**config.mk**
```make
export PLATFORM = sky130hd
export DESIGN_NAME = segment_trigger_tracking
export DESIGN_NICKNAME = d
export VERILOG_FILES = /design/src/design/segment_trigger_tracking.v
export VERILOG_INCLUDE_DIRS = /design/src /design/src/design
export SDC_FILE = /design/constraint.sdc
export NUM_CORES = 2
export LEC_CHECK = 0
export BUFFER_PORTS_ARGS = -buffer_cell sky130_fd_sc_hd__buf_2
export CELL_PAD_IN_SITES_DETAIL_PLACEMENT = 0
export CELL_PAD_IN_SITES_GLOBAL_PLACEMENT = 1
export CORE_MARGIN = 8
export CORE_UTILIZATION = 35
export CTS_CLUSTER_DIAMETER = 50
export CTS_CLUSTER_SIZE = 30
export DETAILED_ROUTE_END_ITERATION = 8
export HOLD_SLACK_MARGIN = 0.08
export PLACE_DENSITY = 0.72
export SYNTH_ARGS = -nofsm -noshare
export SYNTH_HDL_FRONTEND = slang
export SYNTH_SLANG_ARGS = --single-unit
```
**constraint.sdc**
```tcl
create_clock -name mclk_i -period 6.2 [get_ports mclk_i]
set_clock_uncertainty 0.2 [all_clocks]
set_input_delay 1.24 -clock mclk_i [delete_from_list [all_inputs] [get_ports mclk_i]]
set_output_delay 1.24 -clock mclk_i [all_outputs]
set_load 0.02 [all_outputs]
```
**src/design/seg_trig_regs.vh**
```
// register offsets, reset values and limits for the segment trigger tracking block
`ifndef SEG_TRIG_REGS_VH
`define SEG_TRIG_REGS_VH
// printed offsets are not all multiples of four: they are indices, byte address = index * 4
`define PRE_GATE_IDX        20'h0272E
`define POST_GATE_IDX       20'h02774
`define STRETCH_SEL_IDX     20'h3107E
`define TALLY_IDX           20'h310C9
`define CTRL_IDX            20'h31100
`define STATUS_IDX          20'h31101
`define BUDGET_IDX          20'h31102
`define MEM_SHIFT_IDX       20'h31103
`define STRETCH_RST         1'b0
`define CTRL_RST            32'h00000000
`define K_SAMPLES           64'h0000000000000400
`define PRE_GATE_MAX_K      64'h0000000000000010
`define PRE_GATE_MAX_SUB    64'h0000000000000020
`define MEM_BASE_SAMPLES    64'h0000000004000000
`define MEM_SHIFT_MAX       3'h6
`define RESP_OKAY           2'h0
`define RESP_SLVERR         2'h2
`define RESP_DECERR         2'h3
`endif

```
**src/design/segment_trigger_tracking.v**
```verilog
// segment trigger tracking: tally, trigger output, timestamp strobe, gated sampling control
`timescale 1ns/10ps
`include "seg_trig_regs.vh"

module segment_trigger_tracking #(
   parameter TALLY_W = 48,
   parameter ADDR_W  = 22
) (
   input  wire              mclk_i,
   input  wire              rst_b_i,
   input  wire [ADDR_W-1:0] s_axi_awaddr,
   input  wire              s_axi_awvalid,
   output reg               s_axi_awready,
   input  wire [31:0]       s_axi_wdata,
   input  wire [3:0]        s_axi_wstrb,
   input  wire              s_axi_wvalid,
   output reg               s_axi_wready,
   output reg  [1:0]        s_axi_bresp,
   output reg               s_axi_bvalid,
   input  wire              s_axi_bready,
   input  wire [ADDR_W-1:0] s_axi_araddr,
   input  wire              s_axi_arvalid,
   output reg               s_axi_arready,
   output reg  [31:0]       s_axi_rdata,
   output reg  [1:0]        s_axi_rresp,
   output reg               s_axi_rvalid,
   input  wire              s_axi_rready,
   input  wire              trig_event_i,
   input  wire              forced_trig_i,
   input  wire              seg_done_i,
   input  wire              gate_i,
   input  wire              sample_en_i,
   output reg               trig_out_o,
   output reg               ts_strobe_o,
   output reg               store_en_o,
   output reg               acq_running_o
);

   // control word fields
   localparam CTRL_START   = 0;
   localparam CTRL_STOP    = 1;
   localparam CTRL_GATED   = 2;
   localparam CTRL_FIFO    = 3;
   localparam CTRL_TRIGOE  = 4;
   localparam CTRL_TSEN    = 5;

   // gated acquisition states, one-hot
   localparam ST_IDLE  = 4'b0001;
   localparam ST_WAIT  = 4'b0010;
   localparam ST_GATE  = 4'b0100;
   localparam ST_POST  = 4'b1000;

   // trigger, forced and gate pins pass two flip-flops; seg_done_i and sample_en_i are used directly
   reg  [2:0] sy1_q;
   reg  [2:0] sy2_q;
   reg        trig_prev_q;
   always @(posedge mclk_i) begin
      if (!rst_b_i) begin
         sy1_q       <= 3'h0;
         sy2_q       <= 3'h0;
         trig_prev_q <= 1'b0;
      end else begin
         sy1_q       <= {gate_i, forced_trig_i, trig_event_i};
         sy2_q       <= sy1_q;
         trig_prev_q <= sy2_q[0];
      end
   end
   wire trig_rise = sy2_q[0] & ~trig_prev_q;
   wire forced    = sy2_q[1];
   wire gate_s    = sy2_q[2];

   // registers
   reg [63:0]        pre_q;
   reg [63:0]        post_q;
   reg               stretch_q;
   reg [5:0]         ctrl_q;
   reg [63:0]        budget_q;
   reg [2:0]         mem_shift_q;
   reg [TALLY_W-1:0] tally_q;
   reg               len_err_q;
   reg [3:0]         st_q;
   reg [63:0]        cnt_q;
   reg [63:0]        stored_q;
   reg [63:0]        pre_have_q;
   reg               seg_open_q;

   // installed capacity in samples, base 64 M doubling up to 4 G
   function [63:0] mem_cap;
      input [2:0] sh;
      begin
         mem_cap = `MEM_BASE_SAMPLES << sh;
      end
   endfunction

   // gated pre-gate limit: capacity-independent 16k - 32 samples, k = 1024
   wire [63:0] pre_limit = `PRE_GATE_MAX_K * `K_SAMPLES - `PRE_GATE_MAX_SUB;

   // write channel: address and data are latched separately, in either order
   reg [ADDR_W-1:0] aw_q;
   reg [31:0]       wd_q;
   reg [3:0]        ws_q;
   reg              aw_ok_q;
   reg              w_ok_q;
   wire [19:0] widx = aw_q[21:2];
   wire        do_wr = aw_ok_q & w_ok_q & ~s_axi_bvalid;
   wire        start_pulse = do_wr & (widx == `CTRL_IDX) & ws_q[0] & wd_q[CTRL_START];
   wire        stop_pulse  = do_wr & (widx == `CTRL_IDX) & ws_q[0] & wd_q[CTRL_STOP];

   // byte-lane merge used for the 64-bit pre, post and budget words
   function [31:0] merge;
      input [31:0] old;
      input [31:0] nw;
      input [3:0]  be;
      integer i;
      begin
         for (i = 0; i < 4; i = i + 1)
            merge[i*8 +: 8] = be[i] ? nw[i*8 +: 8] : old[i*8 +: 8];
      end
   endfunction

   // word index decode of a byte address
   function hit;
      input [ADDR_W-1:0] a;
      input [19:0]       idx;
      begin
         hit = (a[21:2] == idx);
      end
   endfunction

   wire known_w = hit(aw_q, `PRE_GATE_IDX) | hit(aw_q, `PRE_GATE_IDX + 20'h1) |
                  hit(aw_q, `POST_GATE_IDX) | hit(aw_q, `POST_GATE_IDX + 20'h1) |
                  hit(aw_q, `STRETCH_SEL_IDX) | hit(aw_q, `CTRL_IDX) |
                  hit(aw_q, `BUDGET_IDX) | hit(aw_q, `BUDGET_IDX + 20'h1) |
                  hit(aw_q, `MEM_SHIFT_IDX) | hit(aw_q, `STATUS_IDX) |
                  hit(aw_q, `TALLY_IDX) | hit(aw_q, `TALLY_IDX + 20'h1);
   wire [31:0] pre_lo_new = merge(pre_q[31:0], wd_q, ws_q);
   wire [63:0] pre_new    = widx[0] ? {merge(pre_q[63:32], wd_q, ws_q), pre_q[31:0]} : {pre_q[63:32], pre_lo_new};
   // the running/odd-index detail: pre index is even offset 0x272E, so bit0 picks the high word
   wire pre_bad = ctrl_q[CTRL_GATED] & (pre_new > pre_limit);

   always @(posedge mclk_i) begin
      if (!rst_b_i) begin
         s_axi_awready <= 1'b0;
         s_axi_wready  <= 1'b0;
         s_axi_bvalid  <= 1'b0;
         s_axi_bresp   <= `RESP_OKAY;
         aw_ok_q       <= 1'b0;
         w_ok_q        <= 1'b0;
         aw_q          <= {ADDR_W{1'b0}};
         wd_q          <= 32'h00000000;
         ws_q          <= 4'h0;
         pre_q         <= 64'h0000000000000000;
         post_q        <= 64'h0000000000000000;
         stretch_q     <= `STRETCH_RST;
         ctrl_q        <= 6'h00;
         budget_q      <= 64'h0000000000000000;
         mem_shift_q   <= 3'h0;
         len_err_q     <= 1'b0;
      end else begin
         s_axi_awready <= ~aw_ok_q & ~s_axi_awready & s_axi_awvalid;
         s_axi_wready  <= ~w_ok_q & ~s_axi_wready & s_axi_wvalid;
         if (s_axi_awvalid & s_axi_awready) begin
            aw_q    <= s_axi_awaddr;
            aw_ok_q <= 1'b1;
         end
         if (s_axi_wvalid & s_axi_wready) begin
            wd_q   <= s_axi_wdata;
            ws_q   <= s_axi_wstrb;
            w_ok_q <= 1'b1;
         end
         if (s_axi_bvalid & s_axi_bready)
            s_axi_bvalid <= 1'b0;
         if (do_wr) begin
            aw_ok_q      <= 1'b0;
            w_ok_q       <= 1'b0;
            s_axi_bvalid <= 1'b1;
            s_axi_bresp  <= known_w ? `RESP_OKAY : `RESP_DECERR;
            if (hit(aw_q, `PRE_GATE_IDX) | hit(aw_q, `PRE_GATE_IDX + 20'h1)) begin
               if (pre_bad) begin // rejected, old value kept
                  len_err_q   <= 1'b1;
                  s_axi_bresp <= `RESP_SLVERR;
               end else begin
                  pre_q <= pre_new;
               end
            end
            if (hit(aw_q, `POST_GATE_IDX))
               post_q[31:0] <= merge(post_q[31:0], wd_q, ws_q);
            if (hit(aw_q, `POST_GATE_IDX + 20'h1))
               post_q[63:32] <= merge(post_q[63:32], wd_q, ws_q);
            if (hit(aw_q, `STRETCH_SEL_IDX) & ws_q[0])
               stretch_q <= wd_q[0];
            if (hit(aw_q, `CTRL_IDX) & ws_q[0])
               ctrl_q <= {wd_q[5:2], 2'b00}; // start and stop self-clear
            if (hit(aw_q, `BUDGET_IDX))
               budget_q[31:0] <= merge(budget_q[31:0], wd_q, ws_q);
            if (hit(aw_q, `BUDGET_IDX + 20'h1))
               budget_q[63:32] <= merge(budget_q[63:32], wd_q, ws_q);
            if (hit(aw_q, `MEM_SHIFT_IDX) & ws_q[0])
               mem_shift_q <= (wd_q[2:0] > `MEM_SHIFT_MAX) ? `MEM_SHIFT_MAX : wd_q[2:0];
            if (hit(aw_q, `STATUS_IDX) & ws_q[0] & wd_q[1])
               len_err_q <= 1'b0; // write one to clear
         end
      end
   end

   // effective budget never exceeds installed capacity
   wire [63:0] cap        = mem_cap(mem_shift_q);
   wire [63:0] eff_budget = (budget_q > cap) ? cap : budget_q;
   wire        fifo_mode  = ctrl_q[CTRL_FIFO];
   wire        budget_hit = ~fifo_mode & (stored_q + 64'h1 >= eff_budget);
   wire        take       = sample_en_i & store_en_o;

   // acquisition state, tally, trigger output and gated storage
   always @(posedge mclk_i) begin
      if (!rst_b_i) begin
         acq_running_o <= 1'b0;
         tally_q       <= {TALLY_W{1'b0}};
         trig_out_o    <= 1'b0;
         ts_strobe_o   <= 1'b0;
         seg_open_q    <= 1'b0;
         st_q          <= ST_IDLE;
         cnt_q         <= 64'h0000000000000000;
         stored_q      <= 64'h0000000000000000;
         pre_have_q    <= 64'h0000000000000000;
         store_en_o    <= 1'b0;
      end else begin
         ts_strobe_o <= 1'b0;
         if (start_pulse) begin
            acq_running_o <= 1'b1;
            tally_q       <= {TALLY_W{1'b0}};
            stored_q      <= 64'h0000000000000000;
            pre_have_q    <= 64'h0000000000000000;
            trig_out_o    <= 1'b0;
            seg_open_q    <= 1'b0;
            // the gated bit of the same write decides, ctrl_q still holds the old word here
            st_q          <= wd_q[CTRL_GATED] ? ST_WAIT : ST_IDLE;
            store_en_o    <= 1'b0;
         end else if (acq_running_o) begin
            // forced triggers open segments but are not counted, so the host can tell them apart
            if (trig_rise & ~forced) begin
               tally_q <= tally_q + {{(TALLY_W-1){1'b0}}, 1'b1}; // wraps
               // strobe marks the trigger instant; pre-trigger samples lie before it
               ts_strobe_o <= ctrl_q[CTRL_TSEN];
            end
            if (trig_rise) begin
               seg_open_q <= 1'b1;
               if (ctrl_q[CTRL_TRIGOE])
                  trig_out_o <= 1'b1;
            end
            if (seg_done_i & seg_open_q) begin
               seg_open_q <= 1'b0;
               if (~stretch_q)
                  trig_out_o <= 1'b0;
            end
            if (take)
               stored_q <= stored_q + 64'h1;
            if (sample_en_i & ~store_en_o & (pre_have_q < pre_q))
               pre_have_q <= pre_have_q + 64'h1; // history window filling
            case (st_q)
               ST_IDLE: begin
                  store_en_o <= 1'b0;
               end
               ST_WAIT: begin
                  // pre-gate samples come from the history window already filled
                  if (gate_s) begin
                     st_q       <= ST_GATE;
                     store_en_o <= 1'b1;
                     stored_q   <= stored_q + pre_have_q;
                  end
               end
               ST_GATE: begin
                  if (~gate_s) begin
                     st_q  <= ST_POST;
                     cnt_q <= post_q;
                     store_en_o <= (post_q != 64'h0);
                     if (post_q == 64'h0)
                        st_q <= ST_WAIT;
                  end
               end
               ST_POST: begin
                  if (gate_s) begin
                     st_q <= ST_GATE;
                  end else if (sample_en_i) begin
                     cnt_q <= cnt_q - 64'h1;
                     if (cnt_q == 64'h1) begin
                        st_q       <= ST_WAIT; // pause until next gate
                        store_en_o <= 1'b0;
                        pre_have_q <= 64'h0000000000000000;
                     end
                  end
               end
               default: st_q <= ST_IDLE;
            endcase
            // budget exhaustion ends the run at once, even mid-gate
            if (stop_pulse | (take & budget_hit)) begin
               acq_running_o <= 1'b0;
               store_en_o    <= 1'b0;
               trig_out_o    <= 1'b0;
               ts_strobe_o   <= 1'b0; // no strobe outside a running acquisition
               st_q          <= ST_IDLE;
            end
         end
      end
   end

   // read channel: one-cycle answer after address accept
   wire [19:0] ridx = s_axi_araddr[21:2];
   reg  [31:0] rd_d;
   reg  [1:0]  rr_d;
   always @* begin
      rd_d = 32'h00000000;
      rr_d = `RESP_OKAY;
      case (ridx)
         `PRE_GATE_IDX:          rd_d = pre_q[31:0];
         `PRE_GATE_IDX + 20'h1:  rd_d = pre_q[63:32];
         `POST_GATE_IDX:         rd_d = post_q[31:0];
         `POST_GATE_IDX + 20'h1: rd_d = post_q[63:32];
         `STRETCH_SEL_IDX:       rd_d = {31'h0, stretch_q};
         `TALLY_IDX:             rd_d = tally_q[31:0];
         `TALLY_IDX + 20'h1:     rd_d = {16'h0000, tally_q[47:32]};
         `CTRL_IDX:              rd_d = {26'h0, ctrl_q};
         `STATUS_IDX:            rd_d = {24'h0, st_q, trig_out_o, 1'b0, len_err_q, acq_running_o};
         `BUDGET_IDX:            rd_d = budget_q[31:0];
         `BUDGET_IDX + 20'h1:    rd_d = budget_q[63:32];
         `MEM_SHIFT_IDX:         rd_d = {29'h0, mem_shift_q};
         default:                rr_d = `RESP_DECERR;
      endcase
   end

   always @(posedge mclk_i) begin
      if (!rst_b_i) begin
         s_axi_arready <= 1'b0;
         s_axi_rvalid  <= 1'b0;
         s_axi_rdata   <= 32'h00000000;
         s_axi_rresp   <= `RESP_OKAY;
      end else begin
         s_axi_arready <= ~s_axi_arready & ~s_axi_rvalid & s_axi_arvalid;
         if (s_axi_arvalid & s_axi_arready) begin
            s_axi_rvalid <= 1'b1;
            s_axi_rdata  <= rd_d;
            s_axi_rresp  <= rr_d;
         end else if (s_axi_rready) begin
            s_axi_rvalid <= 1'b0;
         end
      end
   end

endmodule // segment_trigger_tracking

```
==> impl_metrics.tcl <==
set metrics [dict create \
    top_layer_used "met4" \
    boundaryPins 137 \
    max-slew-margin-rel 0.1726 \
    netlist_instances 4565 \
    cts_setup_buffers 0 \
    p_per_area_nw_per_um2 221.7 \
    wirelength_mm 139.6 \
    synth_edf_count 0 \
    initial_core_util 0.3508 \
    dp_hpwl_mm 104.4 \
    async_reset_ff_frac 0 \
    syn-cell-area_um2 34320 \
    grt-ovfl-total 0 \
    cts_made_buffers 80 \
    cts_max_level 3 \
    finalCritPeriodShare 0.9561 \
    synth_commonest_cells "654 x nand2_1, 555 x dfxtp_1, 502 x a21oi_1" \
    route.met3.wl_mm 10.10 \
    total_leakage_power_uw 0.01449 \
    place.gp.congestion 0.9503 \
    rsz0062_at_grt "false" \
    syn_area_per_cell_um2 7.518 \
    tightest_slew_ps 1230 \
    antenna_found_initial 3 \
    ys.flop_type "dfxtp_1" \
    fp.dieW_um 329.1 \
    viasPerCell 5.885 \
    num-fill-cells 10190 \
    cp-start-kind "flop" \
    drt_iter0_markers 4005 \
    max-vdd-ir-drop_uv 176.2 \
    row_count 115 \
    core-area_um2 97840 \
    startpoint "mem_shift_q[2]$_SDFFE_PN0P_" \
    drc 0 \
    synth_top_area_share 0.3237 \
    worstPathRequired_ps 6580 \
    firstDrtPassIters 6 \
    path_class "reg2reg" \
    final_util 0.4012 \
    syn2layout_area_growth_pct 14.38 \
    io_buffers 132 \
    cts_max_path_buffers 3 \
    critical_path_peak_fanout 27 \
    final_layout_size_suffix_gt1_frac 0.09634 \
    grt_pass1_vias 32510 \
    synthTopCellsByArea "dfxtp_1 32%, ha_1 7.4%, a21oi_1 7.3%, nand2_1 7.2%, nor2_1 5.1%" \
    grt_max_degree 134 \
    synth.largest_area_cell "dfxtp_1" \
    antenna_cells 0 \
    crit_path_end_kind "flop" \
    period_minus_slack_ps 5928 \
    cts_tree "built" \
    hold_class "reg2reg" \
    ys_seq_area_frac 0.3237 \
    clkLatencyLatePin_ps 690 \
    avgRoutedWirePerCell_um 23.43 \
    final-setup-viol-count 0 \
    met1_length_mm 61.90 \
    ant_nets 0 \
    regToRegSetupSlack_ps 270 \
    cts.sinks 555 \
    place_ws_ps 161.7 \
    rr_startpoint "mem_shift_q[2]$_SDFFE_PN0P_" \
    worst_r2r_endpoint "st_q[0]$_SDFFE_PN1P_" \
    cap_violations 0 \
    cp.arrival_ps 6310 \
    clock.fmax_mhz 168.7 \
    crit_path_end "st_q[0]$_SDFFE_PN1P_" \
    yosysMostFrequentCell "nand2_1" \
    fin_ws_ps 272.3 \
    run_status "finished, final reports clean" \
    nNetsFinal 4900 \
    cts-root-buf "clkbuf_16" \
    yosysWarnings 0 \
    final.setup.tns_ps 0 \
    synth-seq-cells 555 \
    reg2reg_depth 26 \
    hold_viol_final 0 \
    dieArea_um2 108300 \
    die_h_um 329.1 \
    drv_slew 0 \
    grt_usage 0.2476 \
    synth.distinct_cells 91 \
    vias 35060 \
    cts.reportedPaths.clkPinSlew_ps 70 \
    dr_wl_met2_mm 61.94 \
    grt_pass1_wl_mm 208.8 \
]
area by class of cell:
type,instances,area [µm²],area share
well taps,1287,1610,0.04102
flip-flops and latches,555,11110,0.2831
clock inverters,61,747.0,0.01903
clock buffers,88,2093,0.05332
repair buffers,223,1394,0.03551
multi-input cells,3614,21800,0.5554
inverters,130,495.5,0.01262
kinds of logic after synthesis:
group / after synthesis / synth area share
and+or+nand+nor: 1818 / 0.2480
AOI/OAI and AO/OA: 1267 / 0.2272
DFF: 555 / 0.3237
buffers and inverters: 425 / 0.04721
adders and majority gates: 204 / 0.07459
xor gates and xnor gates: 200 / 0.05104
muxes: 95 / 0.02811
other: 1 / 0.0001093
power breakdown:
part / leakage (µW) / switching [µW] / internal, µW
registers: 0.00447 / 34.5 / 3580
logic: 0.00865 / 159 / 62.7
clock network: 0.00137 / 2110 / 2750
total: 0.0145 / 2310 / 6390
worst max-delay path, stage by stage, from the launching register on:
cell and delay [ps]:
dfxtp_1 310, nor3_2 220, inv_1 80, ha_1 300, o21a_1 170, o21a_1 160, o21a_1 160, o21a_1 160
o21a_1 170, o21a_1 160, o21ai_0 180, a21oi_1 110, nor3_2 190, buf_12 210, mux2_2 370, ha_1 300
nand4_1 90, nor2_1 140, nand2_1 110, or4_1 570, a21oi_2 190, o31ai_1 90, a211oi_1 360, buf_4 210
a21oi_1 70, or3_1 320, a31o_2 230
per-layer routing:
metal,vias to the layer above,GRT usage
li1,16600,-
met1,16830,0.3382
met2,1343,0.3930
met3,284,0.03582
met4,0,0.09592
met5,-,0
stage by stage:
stage | instance area (µm²) | instances | total power (µW) | hold WS, ps
floorplan | 34430 | 4594 | 3799 | 211.9
global placement | 36400 | 5809 | 3913 | 217.3
detailed placement | 36400 | 5809 | 3913 | 229.9
CTS | 39240 | 5958 | 8771 | 243.3
global route | 39260 | 5958 | 8926 | 252.6
finish | 39260 | 5958 | 8702 | 239.0
worst min path at each step:
stage,depth (start not counted),slack (ps),end,start
3_3_place_gp,1,220,sy2_q[2]$_SDFF_PN0_,sy1_q[2]$_SDFF_PN0_
3_5_place_dp,1,230,sy2_q[2]$_SDFF_PN0_,sy1_q[2]$_SDFF_PN0_
2_1_floorplan,1,210,sy2_q[0]$_SDFF_PN0_,sy1_q[0]$_SDFF_PN0_
5_1_grt,1,250,sy2_q[0]$_SDFF_PN0_,sy1_q[0]$_SDFF_PN0_
4_1_cts,1,240,sy2_q[0]$_SDFF_PN0_,sy1_q[0]$_SDFF_PN0_
6_report,1,240,sy2_q[2]$_SDFF_PN0_,sy1_q[2]$_SDFF_PN0_
state kept, by name, indices dropped and copies added (netlist names), 3 cells and up:
register and flops:
ctrl_q 4, pre_q 64, budget_q 64, cnt_q 64, tally_q 48, aw_q 20
ws_q 4, post_q 64, wd_q 32, mem_shift_q 3, pre_have_q 64, sy1_q 3
stored_q 64, sy2_q 3, s_axi_rdata 32, st_q 4
repair_timing:
action | in CTS | in global routing
endpoints found under the setup margin | 0 | 6
resized for setup | 0 | 3
hold buffers | 0 | 0
cell usage in the layout, fill, tap and decap left out, types with 99 or more instances in the layout:
cell / Yosys / layout
nand2_1: 654 / 651
dfxtp_1: 555 / 554
a21oi_1: 502 / 500
nor2_1: 468 / 462
o21ai_0: 253 / 253
ha_1: 203 / 203
nand3_1: 155 / 155
buf_2: 4 / 132
inv_1: 130 / 129
xnor2_1: 108 / 108
nor3_1: 101 / 99
Note: power is estimated with default switching activity, not from simulation.
